===== config.mk =====
export PLATFORM = sky130hd
export DESIGN_NAME = dgc_code_path
export DESIGN_NICKNAME = d
export VERILOG_FILES = /design/src/dgc_pkg.sv /design/src/dgc_cal_math.sv /design/src/dgc_code_path.sv
export SDC_FILE = /design/constraint.sdc
export NUM_CORES = 1
export LEC_CHECK = 0
export ABC_AREA = 1
export BUFFER_PORTS_ARGS = -buffer_cell sky130_fd_sc_hd__buf_2
export CORE_AREA = 2 2 155 157
export CTS_CLUSTER_DIAMETER = 40
export DETAILED_ROUTE_END_ITERATION = 7
export DIE_AREA = 0 0 157 159
export GPL_ROUTABILITY_DRIVEN = 0
export GPL_TIMING_DRIVEN = 0
export PLACE_DENSITY = 0.76
export SLEW_MARGIN = 20
export SYNTH_ARGS = -nofsm -noshare
export SYNTH_HDL_FRONTEND = slang
export SYNTH_SLANG_ARGS = --single-unit

===== constraint.sdc =====
create_clock -name sys_clk_i -period 3.4 [get_ports sys_clk_i]
set_clock_uncertainty 0.05 [all_clocks]
set_input_delay 0.85 -clock sys_clk_i [delete_from_list [all_inputs] [get_ports sys_clk_i]]
set_output_delay 0.85 -clock sys_clk_i [all_outputs]
set_load 0.02 [all_outputs]

===== src/dgc_pkg.sv =====
// Purpose: Shared constants and carriers for the DAC gain/offset code path
// Assumes: 20 MHz system clock
// Notes: Times kept in ns, cycle counts derived from them
package dgc_pkg;

   ////////////////////////////////////////////////////////////////////////////
   // Widths and resolutions
   localparam int DGC_WORD_W = 16;
   localparam int DGC_RES_WIDE = 16;
   localparam int DGC_RES_NARROW = 14;

   ////////////////////////////////////////////////////////////////////////////
   // Values after reset
   localparam logic [15:0] DGC_GAIN_RST = 16'h8000;
   localparam logic [15:0] DGC_OFFSET_RST = 16'h0000;
   localparam logic [15:0] DGC_CODE_RST = 16'h0000;

   ////////////////////////////////////////////////////////////////////////////
   // Timing
   localparam int DGC_CLK_NS = 50;
   localparam int DGC_DACWAIT_NS = 2100;
   localparam int DGC_RSTWAIT_NS = 10000;
   localparam int DGC_RSTPULSE_NS = 100;
   // Least times round up
   localparam int DGC_GAP_CYC = (DGC_DACWAIT_NS + DGC_CLK_NS - 1) / DGC_CLK_NS;
   localparam int DGC_RSTWAIT_CYC = (DGC_RSTWAIT_NS + DGC_CLK_NS - 1) / DGC_CLK_NS;
   localparam int DGC_RSTPULSE_CYC = (DGC_RSTPULSE_NS + DGC_CLK_NS - 1) / DGC_CLK_NS;
   localparam int DGC_CNT_W = 8;
   localparam logic [7:0] DGC_CNT_MAX = 8'hFF;

   ////////////////////////////////////////////////////////////////////////////
   // Carriers
   typedef struct packed {
      logic data_we;
      logic gain_we;
      logic offset_we;
      logic [15:0] wdata;
   } dgc_wr_t;

   typedef struct packed {
      logic valid;
      logic [15:0] code;
   } dgc_out_t;

   typedef enum logic [2:0] {
      DGC_BOOT = 3'b001,
      DGC_IDLE = 3'b010,
      DGC_GAP = 3'b100
   } dgc_state_t;

endpackage : dgc_pkg


===== src/dgc_cal_math.sv =====
// Purpose: Gain and offset arithmetic for one data update, registered result
// Assumes: Operands held steady only during the start cycle
// Notes: Result appears in the cycle after start
`timescale 1ns/1ns
module dgc_cal_math
#(
   parameter int RES_BITS = 16
)
(
   // Clock and reset
   input wire logic sys_clk_i,
   input wire logic rst_n_i,
   input wire logic clk_en_i,
   // Operands
   input wire logic start_i,
   input wire logic [15:0] data_i,
   input wire logic [15:0] gain_i,
   input wire logic [15:0] offset_i,
   // Result
   output logic [15:0] code_o,
   output logic done_o
);
   import dgc_pkg::*;

   localparam logic [RES_BITS:0] HALF = (RES_BITS + 1)'(1) << (RES_BITS - 1);
   localparam logic signed [RES_BITS+1:0] MAXC = (RES_BITS + 2)'((1 << RES_BITS) - 1);

   logic [RES_BITS-1:0] d_eff;
   logic [RES_BITS-1:0] g_eff;
   logic signed [RES_BITS-1:0] o_eff;
   logic [RES_BITS:0] factor;
   logic [2*RES_BITS:0] prod;
   logic signed [RES_BITS+1:0] sum;
   logic [15:0] code_next;

   ////////////////////////////////////////////////////////////////////////////
   // Arithmetic
   assign d_eff = data_i[15 -: RES_BITS];
   assign g_eff = gain_i[15 -: RES_BITS];
   assign o_eff = signed'(offset_i[15 -: RES_BITS]);
   assign factor = {1'b0, g_eff} + HALF;
   assign prod = {{(RES_BITS + 1){1'b0}}, d_eff} * {{RES_BITS{1'b0}}, factor};
   // Dropping the low half floors the product, no rounding
   assign sum = signed'({1'b0, prod[2*RES_BITS:RES_BITS]}) + (RES_BITS + 2)'(o_eff);

   always_comb
   begin
      code_next = 16'h0000;
      if (sum < 0)
      begin
         code_next = 16'h0000;
      end
      else if (sum > MAXC)
      begin
         code_next = 16'(MAXC);
      end
      else
      begin
         code_next = 16'(sum[RES_BITS-1:0]);
      end
   end

   always_ff @(posedge sys_clk_i or negedge rst_n_i)
   begin
      if (!rst_n_i)
      begin
         code_o <= DGC_CODE_RST;
         done_o <= 1'b0;
      end
      else if (clk_en_i)
      begin
         done_o <= start_i;
         if (start_i)
         begin
            code_o <= code_next;
         end
      end
   end
endmodule : dgc_cal_math


===== src/dgc_code_path.sv =====
// Purpose: Calibrated internal code for a string DAC from data, gain and offset
// Assumes: Write strobes come from serial-interface logic on sys_clk_i
// Notes: Gain and offset are sampled only when a data word is applied
`timescale 1ns/1ns
module dgc_code_path
#(
   parameter int RES_BITS = dgc_pkg::DGC_RES_WIDE
)
(
   // Clock and reset
   input wire logic sys_clk_i,
   input wire logic rst_n_i,
   input wire logic clk_en_i,
   // Writes from the serial interface
   input wire dgc_pkg::dgc_wr_t wr_i,
   // Converter code
   output dgc_pkg::dgc_out_t dac_o,
   // Status
   output logic ready_o,
   output logic early_wr_o
);
   import dgc_pkg::*;

   logic rst_meta_reg;
   logic rst_sync_n_reg;
   dgc_state_t state_reg;
   dgc_state_t state_next;
   logic [DGC_CNT_W-1:0] cnt_reg;
   logic [15:0] gain_reg;
   logic [15:0] offset_reg;
   logic [15:0] code_reg;
   logic valid_reg;
   logic early_reg;
   logic accept;
   logic cal_done;
   logic [15:0] cal_code;

   ////////////////////////////////////////////////////////////////////////////
   // Reset release, assert at once, release after two edges
   always_ff @(posedge sys_clk_i or negedge rst_n_i)
   begin
      if (!rst_n_i)
      begin
         rst_meta_reg <= 1'b0;
         rst_sync_n_reg <= 1'b0;
      end
      else
      begin
         rst_meta_reg <= 1'b1;
         rst_sync_n_reg <= rst_meta_reg;
      end
   end

   ////////////////////////////////////////////////////////////////////////////
   // Sequencing
   assign ready_o = (state_reg == DGC_IDLE);
   assign accept = wr_i.data_we && ready_o;

   always_comb
   begin
      state_next = state_reg;
      case (state_reg)
         DGC_BOOT:
         begin
            // Host keeps quiet here; early traffic is dropped
            if (cnt_reg == DGC_CNT_W'(DGC_RSTWAIT_CYC - 1))
            begin
               state_next = DGC_IDLE;
            end
         end
         DGC_IDLE:
         begin
            if (accept)
            begin
               state_next = DGC_GAP;
            end
         end
         DGC_GAP:
         begin
            if (cnt_reg == DGC_CNT_W'(DGC_GAP_CYC - 1))
            begin
               state_next = DGC_IDLE;
            end
         end
         default:
         begin
            state_next = DGC_BOOT;
         end
      endcase
   end

   always_ff @(posedge sys_clk_i or negedge rst_sync_n_reg)
   begin
      if (!rst_sync_n_reg)
      begin
         state_reg <= DGC_BOOT;
      end
      else if (clk_en_i)
      begin
         state_reg <= state_next;
      end
   end

   // Counts cycles since reset release or since the last accepted update
   always_ff @(posedge sys_clk_i or negedge rst_sync_n_reg)
   begin
      if (!rst_sync_n_reg)
      begin
         cnt_reg <= '0;
      end
      else if (clk_en_i)
      begin
         if (accept)
         begin
            cnt_reg <= DGC_CNT_W'(1);
         end
         else if (cnt_reg != DGC_CNT_MAX)
         begin
            cnt_reg <= cnt_reg + DGC_CNT_W'(1);
         end
      end
   end

   // A refused data word is reported, not queued, so stale data never lands late
   always_ff @(posedge sys_clk_i or negedge rst_sync_n_reg)
   begin
      if (!rst_sync_n_reg)
      begin
         early_reg <= 1'b0;
      end
      else if (clk_en_i)
      begin
         early_reg <= wr_i.data_we && !ready_o;
      end
   end

   ////////////////////////////////////////////////////////////////////////////
   // Calibration values
   always_ff @(posedge sys_clk_i or negedge rst_sync_n_reg)
   begin
      if (!rst_sync_n_reg)
      begin
         gain_reg <= DGC_GAIN_RST;
         offset_reg <= DGC_OFFSET_RST;
      end
      else if (clk_en_i && state_reg != DGC_BOOT)
      begin
         if (wr_i.gain_we)
         begin
            gain_reg <= wr_i.wdata;
         end
         if (wr_i.offset_we)
         begin
            offset_reg <= wr_i.wdata;
         end
      end
   end

   ////////////////////////////////////////////////////////////////////////////
   // Arithmetic, gain and offset sampled with the data word
   dgc_cal_math #(
      .RES_BITS(RES_BITS)
   ) u_math (
      .sys_clk_i(sys_clk_i),
      .rst_n_i(rst_sync_n_reg),
      .clk_en_i(clk_en_i),
      .start_i(accept),
      .data_i(wr_i.wdata),
      .gain_i(gain_reg),
      .offset_i(offset_reg),
      .code_o(cal_code),
      .done_o(cal_done)
   );

   always_ff @(posedge sys_clk_i or negedge rst_sync_n_reg)
   begin
      if (!rst_sync_n_reg)
      begin
         code_reg <= DGC_CODE_RST;
         valid_reg <= 1'b0;
      end
      else if (clk_en_i)
      begin
         valid_reg <= cal_done;
         if (cal_done)
         begin
            code_reg <= cal_code;
         end
      end
   end

   assign dac_o.code = code_reg;
   assign dac_o.valid = valid_reg;
   assign early_wr_o = early_reg;

   ////////////////////////////////////////////////////////////////////////////
   // Checks
   logic [DGC_CNT_W-1:0] boot_cnt_reg;

   always_ff @(posedge sys_clk_i or negedge rst_sync_n_reg)
   begin
      if (!rst_sync_n_reg)
      begin
         boot_cnt_reg <= '0;
      end
      else if (clk_en_i && boot_cnt_reg != DGC_CNT_MAX)
      begin
         boot_cnt_reg <= boot_cnt_reg + DGC_CNT_W'(1);
      end
   end
endmodule : dgc_code_path


# Word level (Yosys, flattened, before mapping)
# Cells that the tools add are included.
dict set report word_totals {
  reg_bits 80
  in_bits 22
  out_inout_bits 19
  wordCells 46
}
dict set report op_classes {
  add_sub_neg 3
  multipliers 1
  n_lt_le_gt_ge 2
  n_eq_ne 10
  n_mux 8
  n_reduce_logical 11
}
# op n
set op_table {}
lappend op_table {{multiplier 16 x 17 -> 33 bit} 1}
lappend op_table {{2-to-1 mux 16 bit} 2}
lappend op_table {{adder 18 x 16 -> 18 bit} 1}
lappend op_table {{greater-than comparator 18 x 17 -> 1 bit, second input constant} 1}
lappend op_table {{less-than comparator 18 x 1 -> 1 bit, second input constant} 1}
lappend op_table {{adder 16 x 16 -> 17 bit, second input constant} 1}
lappend op_table {{2-to-1 mux 8 bit} 2}
lappend op_table {{AND reduction 2 bit} 5}
lappend op_table {{2-to-1 mux 3 bit} 3}
lappend op_table {{case mux 3 bit (3 select lines)} 1}
lappend op_table {{adder 8 x 1 -> 8 bit, second input constant} 1}
lappend op_table {{equality test 8 x 6 -> 1 bit, second input constant} 1}
lappend op_table {{equality test 8 bit, second input constant} 1}
lappend op_table {{!= test 8 bit, second input constant} 1}
lappend op_table {{!= test 2 bit, second input constant} 2}
lappend op_table {{AND reduction 4 bit} 1}
lappend op_table {{equality test 3 x 1 -> 1 bit, second input constant} 1}
lappend op_table {{equality test 3 x 2 -> 1 bit, second input constant} 1}
lappend op_table {{equality test 3 bit, second input constant} 1}
lappend op_table {{logical AND 1 bit} 3}
lappend op_table {{!= test 3 x 1 -> 1 bit, second input constant} 1}
lappend op_table {{!= test 2 x 1 -> 1 bit, second input constant} 1}
lappend op_table {{nonzero test 2 bit} 1}
lappend op_table {{zero test 1 bit} 1}

# Longest topological paths before layout
dict set report logic_depth {
  ltp_word 6
  depth_mapped 41
  ltp_nobuf 39
}

# By module
# Synthesis repeated with hierarchy kept, for this count alone.
dict set report hier_totals {
  hier_cells 1859
  hier_area_um2 13910.8
}
# mod instances cells_per_inst area_each_um2 seq_area_each_um2
set by_module_without_submodules {}
lappend by_module_without_submodules {dgc_cal_math 1 1582 11275.8 425.4}
lappend by_module_without_submodules {dgc_code_path 1 277 2635.0 1579.0}

# Worst setup path after synthesis
# Ideal clock, no wire load.
dict set report synth_path {
  path_kind {input to register}
  start {input port wr_i[9] in the netlist's numbering}
  end {register u_math.code_o[4]}
  setup_ns 0.122
  t_arrival_ns 7.157
  t_required_ns 3.228
  setup_slack_ns -3.929
  path_stages 35
  n_path_buf 3
  cell_sequence {clkbuf_1 clkbuf_1 nand2_1 fa_1 inv_1 fa_1 inv_1 fa_1 inv_1 fa_1 fa_1 inv_1 fa_1 inv_1 ha_1 nand2_1 inv_1 a21oi_1 a21boi_0 nand2_1 xor2_1 ha_1 inv_1 fa_1 inv_1 nand3_1 nand2_2 nand2_1 nand2_1 nand2_1 nand3_1 nand2_2 buf_6 o211ai_2 nand2_1}
}
dict set report synth_via {
  elab_chain_len 5
  elab_cells_between_ends 6
  classes_between {add/sub: 1; mul: 1; order compare: 2; mux: 2}
}
# element line
set synth_rtl {}
lappend synth_rtl {{start, declared} dgc_code_path.sv:15} ;# input wire dgc_pkg::dgc_wr_t wr_i,
lappend synth_rtl {{multiplier 16 x 17 -> 33 bit (*)} dgc_cal_math.sv:42} ;# assign prod = {{(RES_BITS + 1){1'b0}}, d_eff} * {{RES_BITS{1'b0}}, factor};
lappend synth_rtl {{adder 18 x 16 -> 18 bit (*)} dgc_cal_math.sv:44} ;# assign sum = signed'({1'b0, prod[2*RES_BITS:RES_BITS]}) + (RES_BITS + 2)'(o_eff);
lappend synth_rtl {{greater-than comparator 18 x 17 -> 1 bit} dgc_cal_math.sv:53} ;# else if (sum > MAXC)
lappend synth_rtl {{2-to-1 mux 16 bit} dgc_cal_math.sv:53}
lappend synth_rtl {{2-to-1 mux 16 bit (*)} dgc_cal_math.sv:49} ;# if (sum < 0)
lappend synth_rtl {{end signal, assigned} dgc_cal_math.sv:75} ;# code_o <= code_next;
lappend synth_rtl {{end, declared} dgc_cal_math.sv:20} ;# output logic [15:0] code_o,
# Mark *: on every way between the ends. The rest lies on a longest branch, timed or not.
# A chain may end at the register's enable or synchronous reset.

# Final worst setup path
dict set report layout_path {
  start {input port wr_i[9] in the netlist's numbering}
  end {register u_math.code_o[1]}
}
# The elaborated chain is that of the path after synthesis.

==> results.toml <==
[global_route]
antenna_found_initial = 1
grt-ovfl-total = 0
grt_pass1_vias = 12800
grt_pass1_wl_um = 64700
grt_max_degree = 41
track_usage_pct = 33.2

[final_layout]
multi_input_area_um2 = 10400
seq_area_um2 = 2020
nets = 2271
fin_area_um2 = 16500
n_antenna_cell = 0
fillers = 1694
area_growth_pct = 20.1
layout_common_cells = "nand2_1, inv_1, fa_1, ha_1, buf_4"
final_common_cell = "nand2_1"
layout-drive-gt1-share_pct = 19.1

[logic_synthesis]
yosys.area.top_type = "fa_1"
synth-seq-cells = 80
synth_top_family_by_area = "adder cells"
muxShareOfSynthArea_pct = 1.31
syn_avg_cell_area_um2 = 7.53
synth-xor-area-share_pct = 1.01
netlist_instances = 1828
synth_cell_types = 45
ys_warn_count = 0
syn_area_um2 = 13800
synth_compound_area_share_pct = 6.64
synth_fa_ha_area_share_pct = 41.0
ys_async_sr_fraction_pct = 100
synth-edff-count = 0
synth_top_area_share_pct = 30.3
ys_seq_area_share_pct = 14.6
synth.area.top_cells = "fa_1, nand2_1, dfrtp_1"
yosys.area_share.simple_pct = 20.2
synth_ff_type = "dfrtp_1"

[timing]
worst_slack_ps = -3790
drv_slew = 0
timing.final.crit_share_pct = 211
relSlewSlack_pct = 65.1
fmaxAchievable_mhz = 139
hold_violations = 0
grt_setup_unrepaired = "yes"
worst-slew-pin-transition_ps = 524
setup_viol = 16
fin_crit_ps = 7190

[floorplan]
die_w_um = 157
std_cell_rows = 56
core_um2 = 23200
initial_core_util_pct = 59.3
io_pins = 41
die_height_um = 159
die-area_um2 = 25000

[routing]
drtIter0Drc = 1011
drc = 1
num_vias = 12300
wire_per_inst_um = 17.9
routed_wl_um = 40200
via_per_inst = 5.45
drtPass1Iterations = 8
drtAntennaViolNets = 0

[clock_network]
htreeDepth = 3
cts_tree = "built"
insertion_delay_ps = 350
path_clk_slew_ps = 60
cts-root-buf = "clkbuf_16"
numCtsBuffers = 9
clock_sinks = 80
clk_path_buf_depth = 2

[flow_run]
drv_cap = 0

[worst_hold_path]
holdCritPathClass = "in2async"

[setup_path]
arrival_ps = 7420
critical_path.top_delay_family = "adder cells"
crit_path_start_kind = "input port"
path_buf_inv = 11
slowest_delay_ps = 570
path_max_fanout = 7
cp.required_ps = 3630
rr_worst_depth = 37
crit_slowest_cell = "fa_1"
worst-setup-path-type = "in2reg"
cp-end-kind = "register"
crit_cells = 38

[place]
place_area_um2 = 14500
port_buffers = 23
dpl_worst_slack_ps = -4720
dp_hpwl_um = 30100

[run_status]
status = "finished with violations"
violations = "design-rule violations, negative setup slack"
## cell families after synthesis
kind of cell    count (synthesis)
fa+ha+maj                     326
simple gates                  689
other cells                     2
compound gates                153
xor+xnor                       15
mux                            16
buf+inv                       547
flops                          80
## Yosys cell counts (all sizes together) (7+ instances only)
library cell / count
nand2: 553
inv: 468
fa: 208
ha: 118
dfrtp: 78
clkbuf: 69
o21ai: 67
nor2: 58
a21oi: 50
nand3: 45
nor3: 17
mux2: 16
o211ai: 12
xor2: 12
buf: 10
nand4: 8
a21o: 7
o21bai: 7
## per-stage QoR
| stage | setup TNS [ps] | cells | hold slack, ps | utilization, % |
|---|---|---|---|---|
| finish | -59300 | 2247 | 227 | 71.3 |
| global route | -62500 | 2247 | 217 | 71.3 |
| CTS | -56950 | 2233 | 223 | 69.7 |
| detailed placement | -74770 | 2174 | 269 | 62.7 |
| global placement | -72620 | 2173 | 292 | 62.6 |
| floorplan | -55100 | 1831 | 281 | - |
## worst reg2reg max path: cells and delay by family (launching register included)
| kind | cells | cell delay (ps) |
|---|---|---|
| flops | 1 | 440 |
| simple gates | 15 | 1260 |
| compound gates | 2 | 350 |
| xor+xnor | 1 | 240 |
| fa+ha+maj | 9 | 4040 |
| buf+inv | 10 | 720 |
## worst paths after layout
| kind | endpoint | slack [ps] | start |
|---|---|---|---|
| min | rst_sync_n_reg$_DFF_PN0_ | 230 | rst_n_i |
| max | u_math.code_o[1]$_DFFE_PN0P_ | -3790 | wr_i[9] |
| min reg2reg | cnt_reg[2]$_DFFE_PN0P_ | 260 | rst_sync_n_reg$_DFF_PN0_ |
| max reg2reg | u_math.code_o[1]$_DFFE_PN0P_ | -3750 | gain_reg[7]$_DFFE_PN0P_ |
| max in group asynchronous | state_reg[0]$_DFFE_PN1P_ | 2410 | rst_sync_n_reg$_DFF_PN0_ |
| min in group sys_clk_i | rst_sync_n_reg$_DFF_PN0_ | 300 | rst_meta_reg$_DFF_PN0_ |
## cell type report
class	instances	area share, %
tap	319	2.42
inverter	468	10.6
buffer	66	5.44
timing repair buffer	94	4.53
sequential	80	12.2
clock buffer	9	1.36
multi-input combinational	1204	62.9
clock inverter	7	0.477
## repair_timing
item / in CTS / in global routing
cloned: 5 / 0
setup buffers: 51 / 14
gates resized for setup: 188 / 74
hold buffers: 0 / 0
hold endpoints to repair: 0 / 0
pin swaps: 47 / 36
endpoints found under the setup margin: 16 / 16
## metal layers
layer | GRT usage [%] | vias up | routed length, um
li1 | - | 5553 | -
met1 | 41.4 | 5944 | 15200
met2 | 52.9 | 587 | 18900
met3 | 8.79 | 166 | 3670
met4 | 17.2 | 2 | 2400
met5 | 0 | - | 11
Power is left out: the tool's default activity adds up to more than one toggle a clock period on the data nets, which glitch-free logic cannot reach.
